File: src/logic/pulse_pattern_map.svh
// Register offsets, field positions and reset values of the pulse pattern unit
`ifndef PULSE_PATTERN_MAP_SVH
`define PULSE_PATTERN_MAP_SVH

`define TRIG_SEL_OFS   8'h00
`define OUT_MODE_OFS   8'h04
`define NEXT_DATA_OFS  8'h08
`define NEXT_EN_OFS    8'h0c
`define OUT_DATA_OFS   8'h10

`define TRIG_SEL_RST   8'hff
`define OUT_MODE_RST   8'hf0
`define NEXT_DATA_RST  16'h0000
`define NEXT_EN_RST    16'h0000
`define OUT_DATA_RST   16'h0000
`define PIN_RST        4'h0

`define TRIG_SEL_W     2
`define DIRECT_LSB     4
`define NON_OVL_LSB    0

`endif

File: src/logic/pulse_pattern_pkg.sv
// Types shared by the pulse pattern unit and its group slices
package pulse_pattern_pkg;

   typedef struct packed {
      logic [3:0] cmp_a;
      logic [3:0] cmp_b;
   } timer_evt_t;

   typedef struct packed {
      logic [1:0] trig_sel;
      logic       direct;
      logic       non_ovl;
   } group_cfg_t;

   typedef enum logic {
      BUS_IDLE,
      BUS_ACK
   } bus_state_t;

endpackage

File: src/logic/pulse_pattern_unit.sv
// Pulse pattern unit: per-group trigger selection and output mode, Wishbone slave
`timescale 1ns/1ps
`include "pulse_pattern_map.svh"

module pulse_pattern_unit
   import pulse_pattern_pkg::*;
#(
   parameter int GROUPS    = 4,
   parameter int GRP_WIDTH = 4
) (
   input  wire logic        clk_sys_in,    // System clock, 50 MHz
   input  wire logic        nrst_in,       // Async reset, active low
   input  wire logic        wb_cyc_in,     // Wishbone cycle
   input  wire logic        wb_stb_in,     // Wishbone strobe
   input  wire logic        wb_we_in,      // Wishbone write enable
   input  wire logic [7:0]  wb_adr_in,     // Wishbone byte address
   input  wire logic [3:0]  wb_sel_in,     // Wishbone byte selects
   input  wire logic [31:0] wb_dat_in,     // Wishbone write data
   output wire logic [31:0] wb_dat_out,    // Wishbone read data
   output wire logic        wb_ack_out,    // Wishbone acknowledge
   input  wire timer_evt_t  timer_evt_in,  // Compare-match A/B pulses per channel
   output wire logic [15:0] pulse_out,     // Pulse output pins
   output wire logic [15:0] pulse_oe_out   // Pulse output enables
);

   localparam int NBITS = GROUPS * GRP_WIDTH;

   ////////////////////////////////////////////////////////////////////////////
   // Bus handshake

   bus_state_t  state_q;
   logic [31:0] rdata_q;
   logic [31:0] rdata_d;
   logic        req;
   logic        wr_go;
   logic        hit_trig;
   logic        hit_mode;
   logic        hit_next;
   logic        hit_en;
   logic        hit_od;

   assign req      = wb_cyc_in & wb_stb_in;
   assign hit_trig = wb_adr_in == `TRIG_SEL_OFS;
   assign hit_mode = wb_adr_in == `OUT_MODE_OFS;
   assign hit_next = wb_adr_in == `NEXT_DATA_OFS;
   assign hit_en   = wb_adr_in == `NEXT_EN_OFS;
   assign hit_od   = wb_adr_in == `OUT_DATA_OFS;

   // Write lands on the same edge at which the master sees ack
   assign wr_go = (state_q == BUS_ACK) & req & wb_we_in;

   always_ff @(posedge clk_sys_in or negedge nrst_in) begin
      if (!nrst_in) begin
         state_q <= BUS_IDLE;
      end else begin
         unique case (state_q)
            BUS_IDLE: begin
               if (req) begin
                  state_q <= BUS_ACK;
               end
            end
            BUS_ACK: begin
               state_q <= BUS_IDLE;
            end
         endcase
      end
   end

   assign wb_ack_out = (state_q == BUS_ACK);

   ////////////////////////////////////////////////////////////////////////////
   // Registers

   logic [7:0]       trig_sel_q;
   logic [7:0]       out_mode_q;
   logic [NBITS-1:0] next_data_q;
   logic [NBITS-1:0] next_en_q;
   logic [NBITS-1:0] out_data;

   function automatic logic [15:0] merge16(input logic [15:0] old, input logic [31:0] wd,
                                           input logic [3:0] sel);
      logic [15:0] r;
      r = old;
      if (sel[0]) begin
         r[7:0] = wd[7:0];
      end
      if (sel[1]) begin
         r[15:8] = wd[15:8];
      end
      return r;
   endfunction

   always_ff @(posedge clk_sys_in or negedge nrst_in) begin
      if (!nrst_in) begin
         trig_sel_q <= `TRIG_SEL_RST;
      end else if (wr_go && hit_trig && wb_sel_in[0]) begin
         trig_sel_q <= wb_dat_in[7:0];
      end
   end

   always_ff @(posedge clk_sys_in or negedge nrst_in) begin
      if (!nrst_in) begin
         out_mode_q <= `OUT_MODE_RST;
      end else if (wr_go && hit_mode && wb_sel_in[0]) begin
         out_mode_q <= wb_dat_in[7:0];
      end
   end

   always_ff @(posedge clk_sys_in or negedge nrst_in) begin
      if (!nrst_in) begin
         next_data_q <= `NEXT_DATA_RST;
      end else if (wr_go && hit_next) begin
         next_data_q <= merge16(next_data_q, wb_dat_in, wb_sel_in);
      end
   end

   always_ff @(posedge clk_sys_in or negedge nrst_in) begin
      if (!nrst_in) begin
         next_en_q <= `NEXT_EN_RST;
      end else if (wr_go && hit_en) begin
         next_en_q <= merge16(next_en_q, wb_dat_in, wb_sel_in);
      end
   end

   // Read data is captured when the request is first seen; it is stable during ack
   always_comb begin
      rdata_d = 32'h0000_0000;
      if (hit_trig) begin
         rdata_d[7:0] = trig_sel_q;
      end else if (hit_mode) begin
         rdata_d[7:0] = out_mode_q;
      end else if (hit_next) begin
         rdata_d[15:0] = next_data_q;
      end else if (hit_en) begin
         rdata_d[15:0] = next_en_q;
      end else if (hit_od) begin
         rdata_d[15:0] = out_data;
      end
   end

   always_ff @(posedge clk_sys_in or negedge nrst_in) begin
      if (!nrst_in) begin
         rdata_q <= 32'h0000_0000;
      end else if (state_q == BUS_IDLE && req) begin
         rdata_q <= rdata_d;
      end
   end

   assign wb_dat_out = rdata_q;

   ////////////////////////////////////////////////////////////////////////////
   // Group slices

   logic [NBITS-1:0] od_wdata;
   logic [1:0]       od_wr;

   // Output data written a byte lane at a time, two groups per lane
   assign od_wdata = wb_dat_in[15:0];
   assign od_wr    = {2{wr_go & hit_od}} & wb_sel_in[1:0];

   for (genvar g = 0; g < GROUPS; g++) begin : grp
      group_cfg_t cfg;

      always_comb begin
         cfg.trig_sel = trig_sel_q[g*`TRIG_SEL_W +: `TRIG_SEL_W];
         cfg.direct   = out_mode_q[`DIRECT_LSB + g];
         cfg.non_ovl  = out_mode_q[`NON_OVL_LSB + g];
      end

      pulse_group #(
         .WIDTH (GRP_WIDTH)
      ) u_group (
         .clk_sys_in   (clk_sys_in),
         .nrst_in      (nrst_in),
         .cfg_in       (cfg),
         .evt_in       (timer_evt_in),
         .next_data_in (next_data_q[g*GRP_WIDTH +: GRP_WIDTH]),
         .next_en_in   (next_en_q[g*GRP_WIDTH +: GRP_WIDTH]),
         .od_wr_in     (od_wr[g/2]),
         .od_wdata_in  (od_wdata[g*GRP_WIDTH +: GRP_WIDTH]),
         .out_data_out (out_data[g*GRP_WIDTH +: GRP_WIDTH]),
         .pin_out      (pulse_out[g*GRP_WIDTH +: GRP_WIDTH])
      );
   end

   // Output enable is the next-enable bit, so a pin disabled for pulse output takes no transfers
   assign pulse_oe_out = next_en_q;
endmodule

File: src/logic/pulse_group.sv
// One pulse output group: trigger pick, next-data transfer and pin polarity
`timescale 1ns/1ps
`include "pulse_pattern_map.svh"

module pulse_group
   import pulse_pattern_pkg::*;
#(
   parameter int WIDTH = 4
) (
   input  wire logic             clk_sys_in,    // System clock
   input  wire logic             nrst_in,       // Async reset, active low
   input  wire group_cfg_t       cfg_in,        // Trigger, polarity and mode of this group
   input  wire timer_evt_t       evt_in,        // Compare-match pulses of all channels
   input  wire logic [WIDTH-1:0] next_data_in,  // Next-data bits
   input  wire logic [WIDTH-1:0] next_en_in,    // Per-bit transfer enable
   input  wire logic             od_wr_in,      // Software write of output data
   input  wire logic [WIDTH-1:0] od_wdata_in,   // Software output data
   output wire logic [WIDTH-1:0] out_data_out,  // Output data bits
   output wire logic [WIDTH-1:0] pin_out        // Pin levels after polarity
);

   logic [WIDTH-1:0] od_q;
   logic [WIDTH-1:0] od_d;
   logic [WIDTH-1:0] pin_q;
   logic             hit_a;
   logic             hit_b;
   logic             direct;

   assign direct = cfg_in.direct;
   assign hit_a  = evt_in.cmp_a[cfg_in.trig_sel];
   assign hit_b  = cfg_in.non_ovl & evt_in.cmp_b[cfg_in.trig_sel];

   // A timer event transfer is applied on top of a software write landing in the same cycle
   always_comb begin
      od_d = od_q;
      if (od_wr_in) begin
         od_d = od_wdata_in;
      end
      if (hit_a) begin
         od_d = (od_d & ~next_en_in) | (next_data_in & next_en_in);
      end else if (hit_b) begin
         od_d = od_d & ~(next_en_in & ~next_data_in);
      end
   end

   always_ff @(posedge clk_sys_in or negedge nrst_in) begin
      if (!nrst_in) begin
         od_q <= WIDTH'(`OUT_DATA_RST);
      end else begin
         od_q <= od_d;
      end
   end

   // Pin is registered so it never glitches while polarity is rewritten
   always_ff @(posedge clk_sys_in or negedge nrst_in) begin
      if (!nrst_in) begin
         pin_q <= WIDTH'(`PIN_RST);
      end else begin
         pin_q <= direct ? od_d : ~od_d;
      end
   end

   assign out_data_out = od_q;
   assign pin_out      = pin_q;
endmodule

File: config.mk
export PLATFORM = sky130hd
export DESIGN_NAME = pulse_pattern_unit
export DESIGN_NICKNAME = d
export VERILOG_FILES = /design/src/logic/pulse_pattern_pkg.sv /design/src/logic/pulse_pattern_unit.sv /design/src/logic/pulse_group.sv
export VERILOG_INCLUDE_DIRS = /design/src /design/src/logic
export SDC_FILE = /design/constraint.sdc
export NUM_CORES = 1
export LEC_CHECK = 0
export CAP_MARGIN = 20
export CORE_UTILIZATION = 55
export DETAILED_ROUTE_END_ITERATION = 8
export DONT_BUFFER_PORTS = 1
export PLACE_DENSITY = 0.8
export SKIP_LAST_GASP = 1
export SYNTH_ARGS = -nofsm -noshare
export SYNTH_HDL_FRONTEND = slang
export SYNTH_HIERARCHICAL = 1
export SYNTH_SLANG_ARGS = --single-unit
File: constraint.sdc
create_clock -name clk_sys_in -period 5.2 [get_ports clk_sys_in]
set_input_delay 0.78 -clock clk_sys_in [delete_from_list [all_inputs] [get_ports clk_sys_in]]
set_output_delay 0.78 -clock clk_sys_in [all_outputs]
set_load 0.05 [all_outputs]
* After elaboration in Yosys (flattened, before gate mapping)
Cells that the tools add are included.
W data, S select, Z words.
** Storage, ports and cells
- Flip-flop bits (word level) :: 97
- Input bits :: 57
- Output and inout port bits :: 65
- Word-level logic and storage cells :: 123
** Operators by class
- $lt $le $gt $ge :: 4
- Equal/unequal tests :: 4
- Mux-type cells :: 41
- Bitwise gates (word level) :: 46
- Reduce and logical (&&, ||, !) cells :: 12
** Operators by type and width (count)
- $and A4 B4 Y4 :: 16
- $mux W4 :: 16
- $not A4 Y4 :: 16
- $mux W16 :: 3
- $mux W8 :: 4
- $bmux W1 S2 :: 8
- $eq A8 B4 Y1 const B :: 2
- $or A4 B4 Y4 :: 4
- $lt A2 B3 Y1 const B :: 4
- $mux W1 :: 9
- $and A1 B1 Y1 :: 8
- $eq A8 B3 Y1 const B :: 1
- $eq A8 B5 Y1 const B :: 1
- $logic_not A8 Y1 :: 1
- $reduce_and A2 Y1 :: 4
- $logic_and A1 B1 Y1 :: 7
- $and A2 B2 Y2 :: 1
- $pmux W1 S2 :: 1
- $not A1 Y1 :: 1

* Depth between registers and ports, before layout
- Depth after elaboration :: 11
- Gate-level depth with buffers :: 7
- Depth with buffers taken out :: 7

* Cells and area by module
The synthesis kept the hierarchy.
** By module, submodules not included
- pulse_pattern_unit :: times used 1, cells each 282, area each 3225.6 um2, seq. area each 1641.6 um2
- pulse_group :: times used 4, cells each 32, area each 430.4 um2, seq. area each 200.2 um2

* Least setup slack after synthesis
Ideal clock, no wire load.
- Path kind :: input port to flip-flop
- From :: in wb_adr_in[1]
- To :: reg grp[0].u_group.pin_q[0]
- Library setup time :: 0.129 ns
- Data arrival time :: 2.798 ns
- Data required time :: 5.071 ns
- Path slack :: 2.273 ns
- Stages on the path :: 7
- Path buffers :: 0
- Cell sequence :: or4_4 -> nor4_4 -> and3_1 -> mux2_2 -> a31oi_1 -> a31oi_2 -> xnor2_1
** Between the ends
- Word-level cells in the longest chain between the ends :: 9
- Elaborated cells between the ends (all ways) :: 11
- Classes of those cells :: eq/ne: 1; mux: 4; bitwise: 6
** Ends and longest elaborated chain
- start, declared :: line pulse_pattern_unit.sv:16 : input wire logic [7:0] wb_adr_in,
- $eq A8 B5 Y1 (no line) *
- $and A1 B1 Y1 * :: line pulse_pattern_unit.sv:159 : assign od_wr = {2{wr_go & hit_od}} & wb_sel_in[1:0];
- $and A2 B2 Y2 * :: line pulse_pattern_unit.sv:159
- net od_wr[0] :: line pulse_pattern_unit.sv:155 : logic [1:0] od_wr;
- $mux W4 * :: line pulse_group.sv:36 : if (od_wr_in) begin
- $and A4 B4 Y4, on equally long branches :: line pulse_group.sv:42, pulse_group.sv:40
- $mux W4 or $or A4 B4 Y4 (tied branches) :: line pulse_group.sv:41, pulse_group.sv:40
- $mux W4 * :: line pulse_group.sv:39 : if (hit_a) begin
- net grp[0].u_group.od_d[0] :: line pulse_group.sv:23 : logic [WIDTH-1:0] od_d;
- $not A4 Y4 :: line pulse_group.sv:59 : pin_q <= direct ? od_d : ~od_d;
- $mux W4 * :: line pulse_group.sv:59
- end signal, assigned :: line pulse_group.sv:57 : pin_q <= WIDTH'(`PIN_RST);
- end signal, assigned :: line pulse_group.sv:59
- end, declared :: line pulse_group.sv:24 : logic [WIDTH-1:0] pin_q;
The timed path passes the listed nets; every way through them passes the cells marked *.
A chain may end at the register's enable or synchronous reset.

* Final worst setup path
Same ends and word-level chain as after synthesis.

==> flow_summary.yaml <==
timing:
  rsz0062_at_grt: "false"
  maxSlewViolCount: 0
  tightest_slew_ns: 0.920
  post-route-period-util_pct: 55.5
  tns_ns: 0
  period_needed_ns: 2.89
  setup_violations: 0
  slew_headroom_pct: 38.5
  skew_ns: 0.00605
  hold_viol_final: 0
  fmax_mhz: 346
  layout_setup_ws_ns: 2.31
yosys:
  syn-cell-area_um2: 4950
  synth_xor_area_share_pct: 2.83
  synth.largest_area_cell: "dfrtp_1"
  synth_top_area_share_pct: 43.0
  yosysMostFrequentCell: "dfrtp_1"
  synth_common_cells: "dfrtp_1 (85), mux2_2 (64), nand2b_1 (25)"
  synth_compound_area_share_pct: 14.6
  syn_avg_cell_area_um2: 12.1
  async_flop_share_pct: 100
  yosys.area_share.simple_pct: 8.65
  ys_types: 35
  synth_warnings: 6
  synth_mux_area_share_pct: 18.5
  synth_edf_count: 0
  ys_seq_area_share_pct: 49.4
  syn_inst: 410
  netlist_top_cells_area: "dfrtp_1 (43%), mux2_2 (15%), dfstp_2 (6.4%)"
  ys_ff_latch: 97
  ys_dominant_reg_cell: "dfrtp_1"
  yosys.area_share.adder_pct: 0
  synth_top_family_by_area: "multiplexers"
layout:
  nets: 457
  fin_area_um2: 5150
  insertedDiodeCount: 0
  fillers: 707
  area_delta_synth_final_pct: 4.12
  drive_gt1_share_pct: 28.6
global_route:
  grt_pass1_vias: 3271
  antenna_found_initial: 0
  grt.overflow.total: 0
  grt_pass1_wl_um: 17100
  grt_max_degree: 98
  track_usage_pct: 23.2
route:
  via_count: 3161
  met1_length_um: 4300
  wl_met3_um: 910
  vias_per_cell: 6.16
  top_layer: "met4"
  wl_um: 10500
  drt_iter0_drc: 202
  wl_per_cell_um: 20.5
  drc: 0
  met2_length_um: 5140
  dr.pass1.iters: 4
  ant_nets: 0
die:
  top_level_ports: 122
  initial_utilization_pct: 56.7
  dieHeight_um: 96.8
  rows: 34
  coreArea_um2: 8720
  dieWidth_um: 96.8
  dieArea_um2: 9380
setup_path:
  crit_required_ns: 5.45
  cpMaxStageDelayCell: "or4_4"
  setup.worst_path.end_class: "flip-flop"
  setup.worst_path.start_class: "input pin"
  crit_chain: "or4_4 > nor4_4 > and3_1 > mux2_2 > a31oi_1 > a31oi_2 > xnor2_1"
  cpPeakStageDelay_ns: 0.56
  cp.arrival_ns: 3.14
  cp_max_fo: 8
  startpoint: "wb_adr_in[1]"
  crit_type: "in2reg"
  r2r_start: "wb_ack_out$_DFF_PN0_"
clock_network:
  post_cts_resized: 0
  clkSinkCount: 97
  h-tree-depth: 3
  clockBufferDepth: 2
  clk_latency_ns: 0.36
  cts_made_buffers: 9
  cts_root_buf: "clkbuf_8"
  cts_hold_buf: 0
  post-cts-setup-buffers: 0
  path_clk_slew_ns: 0.09
  cts_tree: "yes"
placed_design:
  place.gp.congestion: 0.838
  postPlaceCellArea_um2: 4910
  preCtsSetupSlack_ns: 1.95
  place_hpwl_um: 7350
  io_buffer_count: 0
outcome:
  status: "finished, final reports clean"
job:
  max_cap_viol_count: 0
pwr:
  p_per_area_nw_per_um2: 279
  leakage_uw: 0.00208
  vdd_ir_drop_max_uv: 195
  total_power_uw: 1430
worst_hold_path:
  hold_class: "in2async"
==> logic make-up (layout without fill, tap and decap cells) <==
kind of cell              after synthesis  count (layout)
xor gates and xnor gates               16              16
muxes                                  72              72
DFF                                    97              97
AOI/OAI and AO/OA                     100             100
buffers and inverters                  55              35
other                                   1              16
and+or+nand+nor                        69              69
==> flip-flops by register name, indices dropped and copies added (netlist names) <==
signal and flops:
grp.u_group/out_data_out 16, wb_dat_out 16, pulse_oe_out 16, next_data_q 16, out_mode_q 8, grp.u_group/pin_out 16, wb_ack_out 1, trig_sel_q 8
==> report_power, final <==
part,internal [uW],switching [uW]
sequential,765,48.5
clock,297,249
combinational,21.8,53.2
total,1080,351
==> path summary, 6_finish.rpt <==
| check | endpoint | slack (ns) | cells past startpoint |
|---|---|---|---|
| setup / recovery | grp[0].u_group/pin_out[0]$_DFF_PN0_ | 2.31 | 7 |
| hold / removal | grp[3].u_group/pin_out[1]$_DFF_PN0_ | 0.11 | 0 |
| setup reg to reg | grp[0].u_group/pin_out[0]$_DFF_PN0_ | 2.54 | 7 |
| hold reg to reg | out_mode_q[0]$_DFFE_PN0P_ | 0.54 | 1 |
| max in group asynchronous | trig_sel_q[5]$_DFFE_PN1P_ | 4.87 | 0 |
| min in group clk_sys_in | out_mode_q[0]$_DFFE_PN0P_ | 0.54 | 1 |
==> metal layers <==
metal / up-vias / GRT usage [%]
li1: 1448 / -
met1: 1569 / 30.7
met2: 131 / 35.9
met3: 13 / 7.23
met4: 0 / 8.61
met5: - / 0
==> final cells by class <==
cell class                      count  area (um2)  share of cell area, %
Tap cell                          108         135                   2.62
Clock inverter                      4        75.1                   1.46
Sequential cell                    97        2440                   47.4
Inverter                           17        63.8                   1.24
Multi-Input combinational cell    273        2260                   44.0
Clock buffer                       12         155                   3.01
Timing Repair Buffer                2        15.0                  0.291
==> critical path, delay by kind of cell <==
kind | cells | cell delay, ns
xor+xnor | 1 | 0.16
simple gates | 3 | 1.55
compound gates | 2 | 0.25
mux | 1 | 0.39
==> stage by stage <==
step | hold WS, ns | instances | utilization, %
4_1_cts | 0.0952 | 512 | 59.0
2_1_floorplan | 0.484 | 425 | -
3_5_place_dp | 0.486 | 496 | 56.3
6_report | 0.106 | 513 | 59.1
5_1_grt | 0.0870 | 513 | 59.1
3_3_place_gp | 0.486 | 496 | 56.3
==> layout by cell type, fill, tap and decap left out, types with 2 or more instances in the layout <==
cell	instances
a21o_1	4
a21oi_1	24
a22oi_1	8
a31oi_1	16
a31oi_2	16
and3_1	4
and4_1	3
buf_4	2
bufinv_16	2
clkbuf_8	11
clkinvlp_4	2
conb_1	16
dfrtp_1	85
dfstp_2	12
inv_1	16
mux2_2	64
mux4_1	4
mux4_2	4
nand2_1	18
nand2b_1	25
nand3b_1	9
nor2_1	2
nor2b_1	2
o211ai_1	8
o21ai_0	8
o22ai_1	8
o31ai_1	8
xnor2_1	16
(Power assumes the default switching activity.)
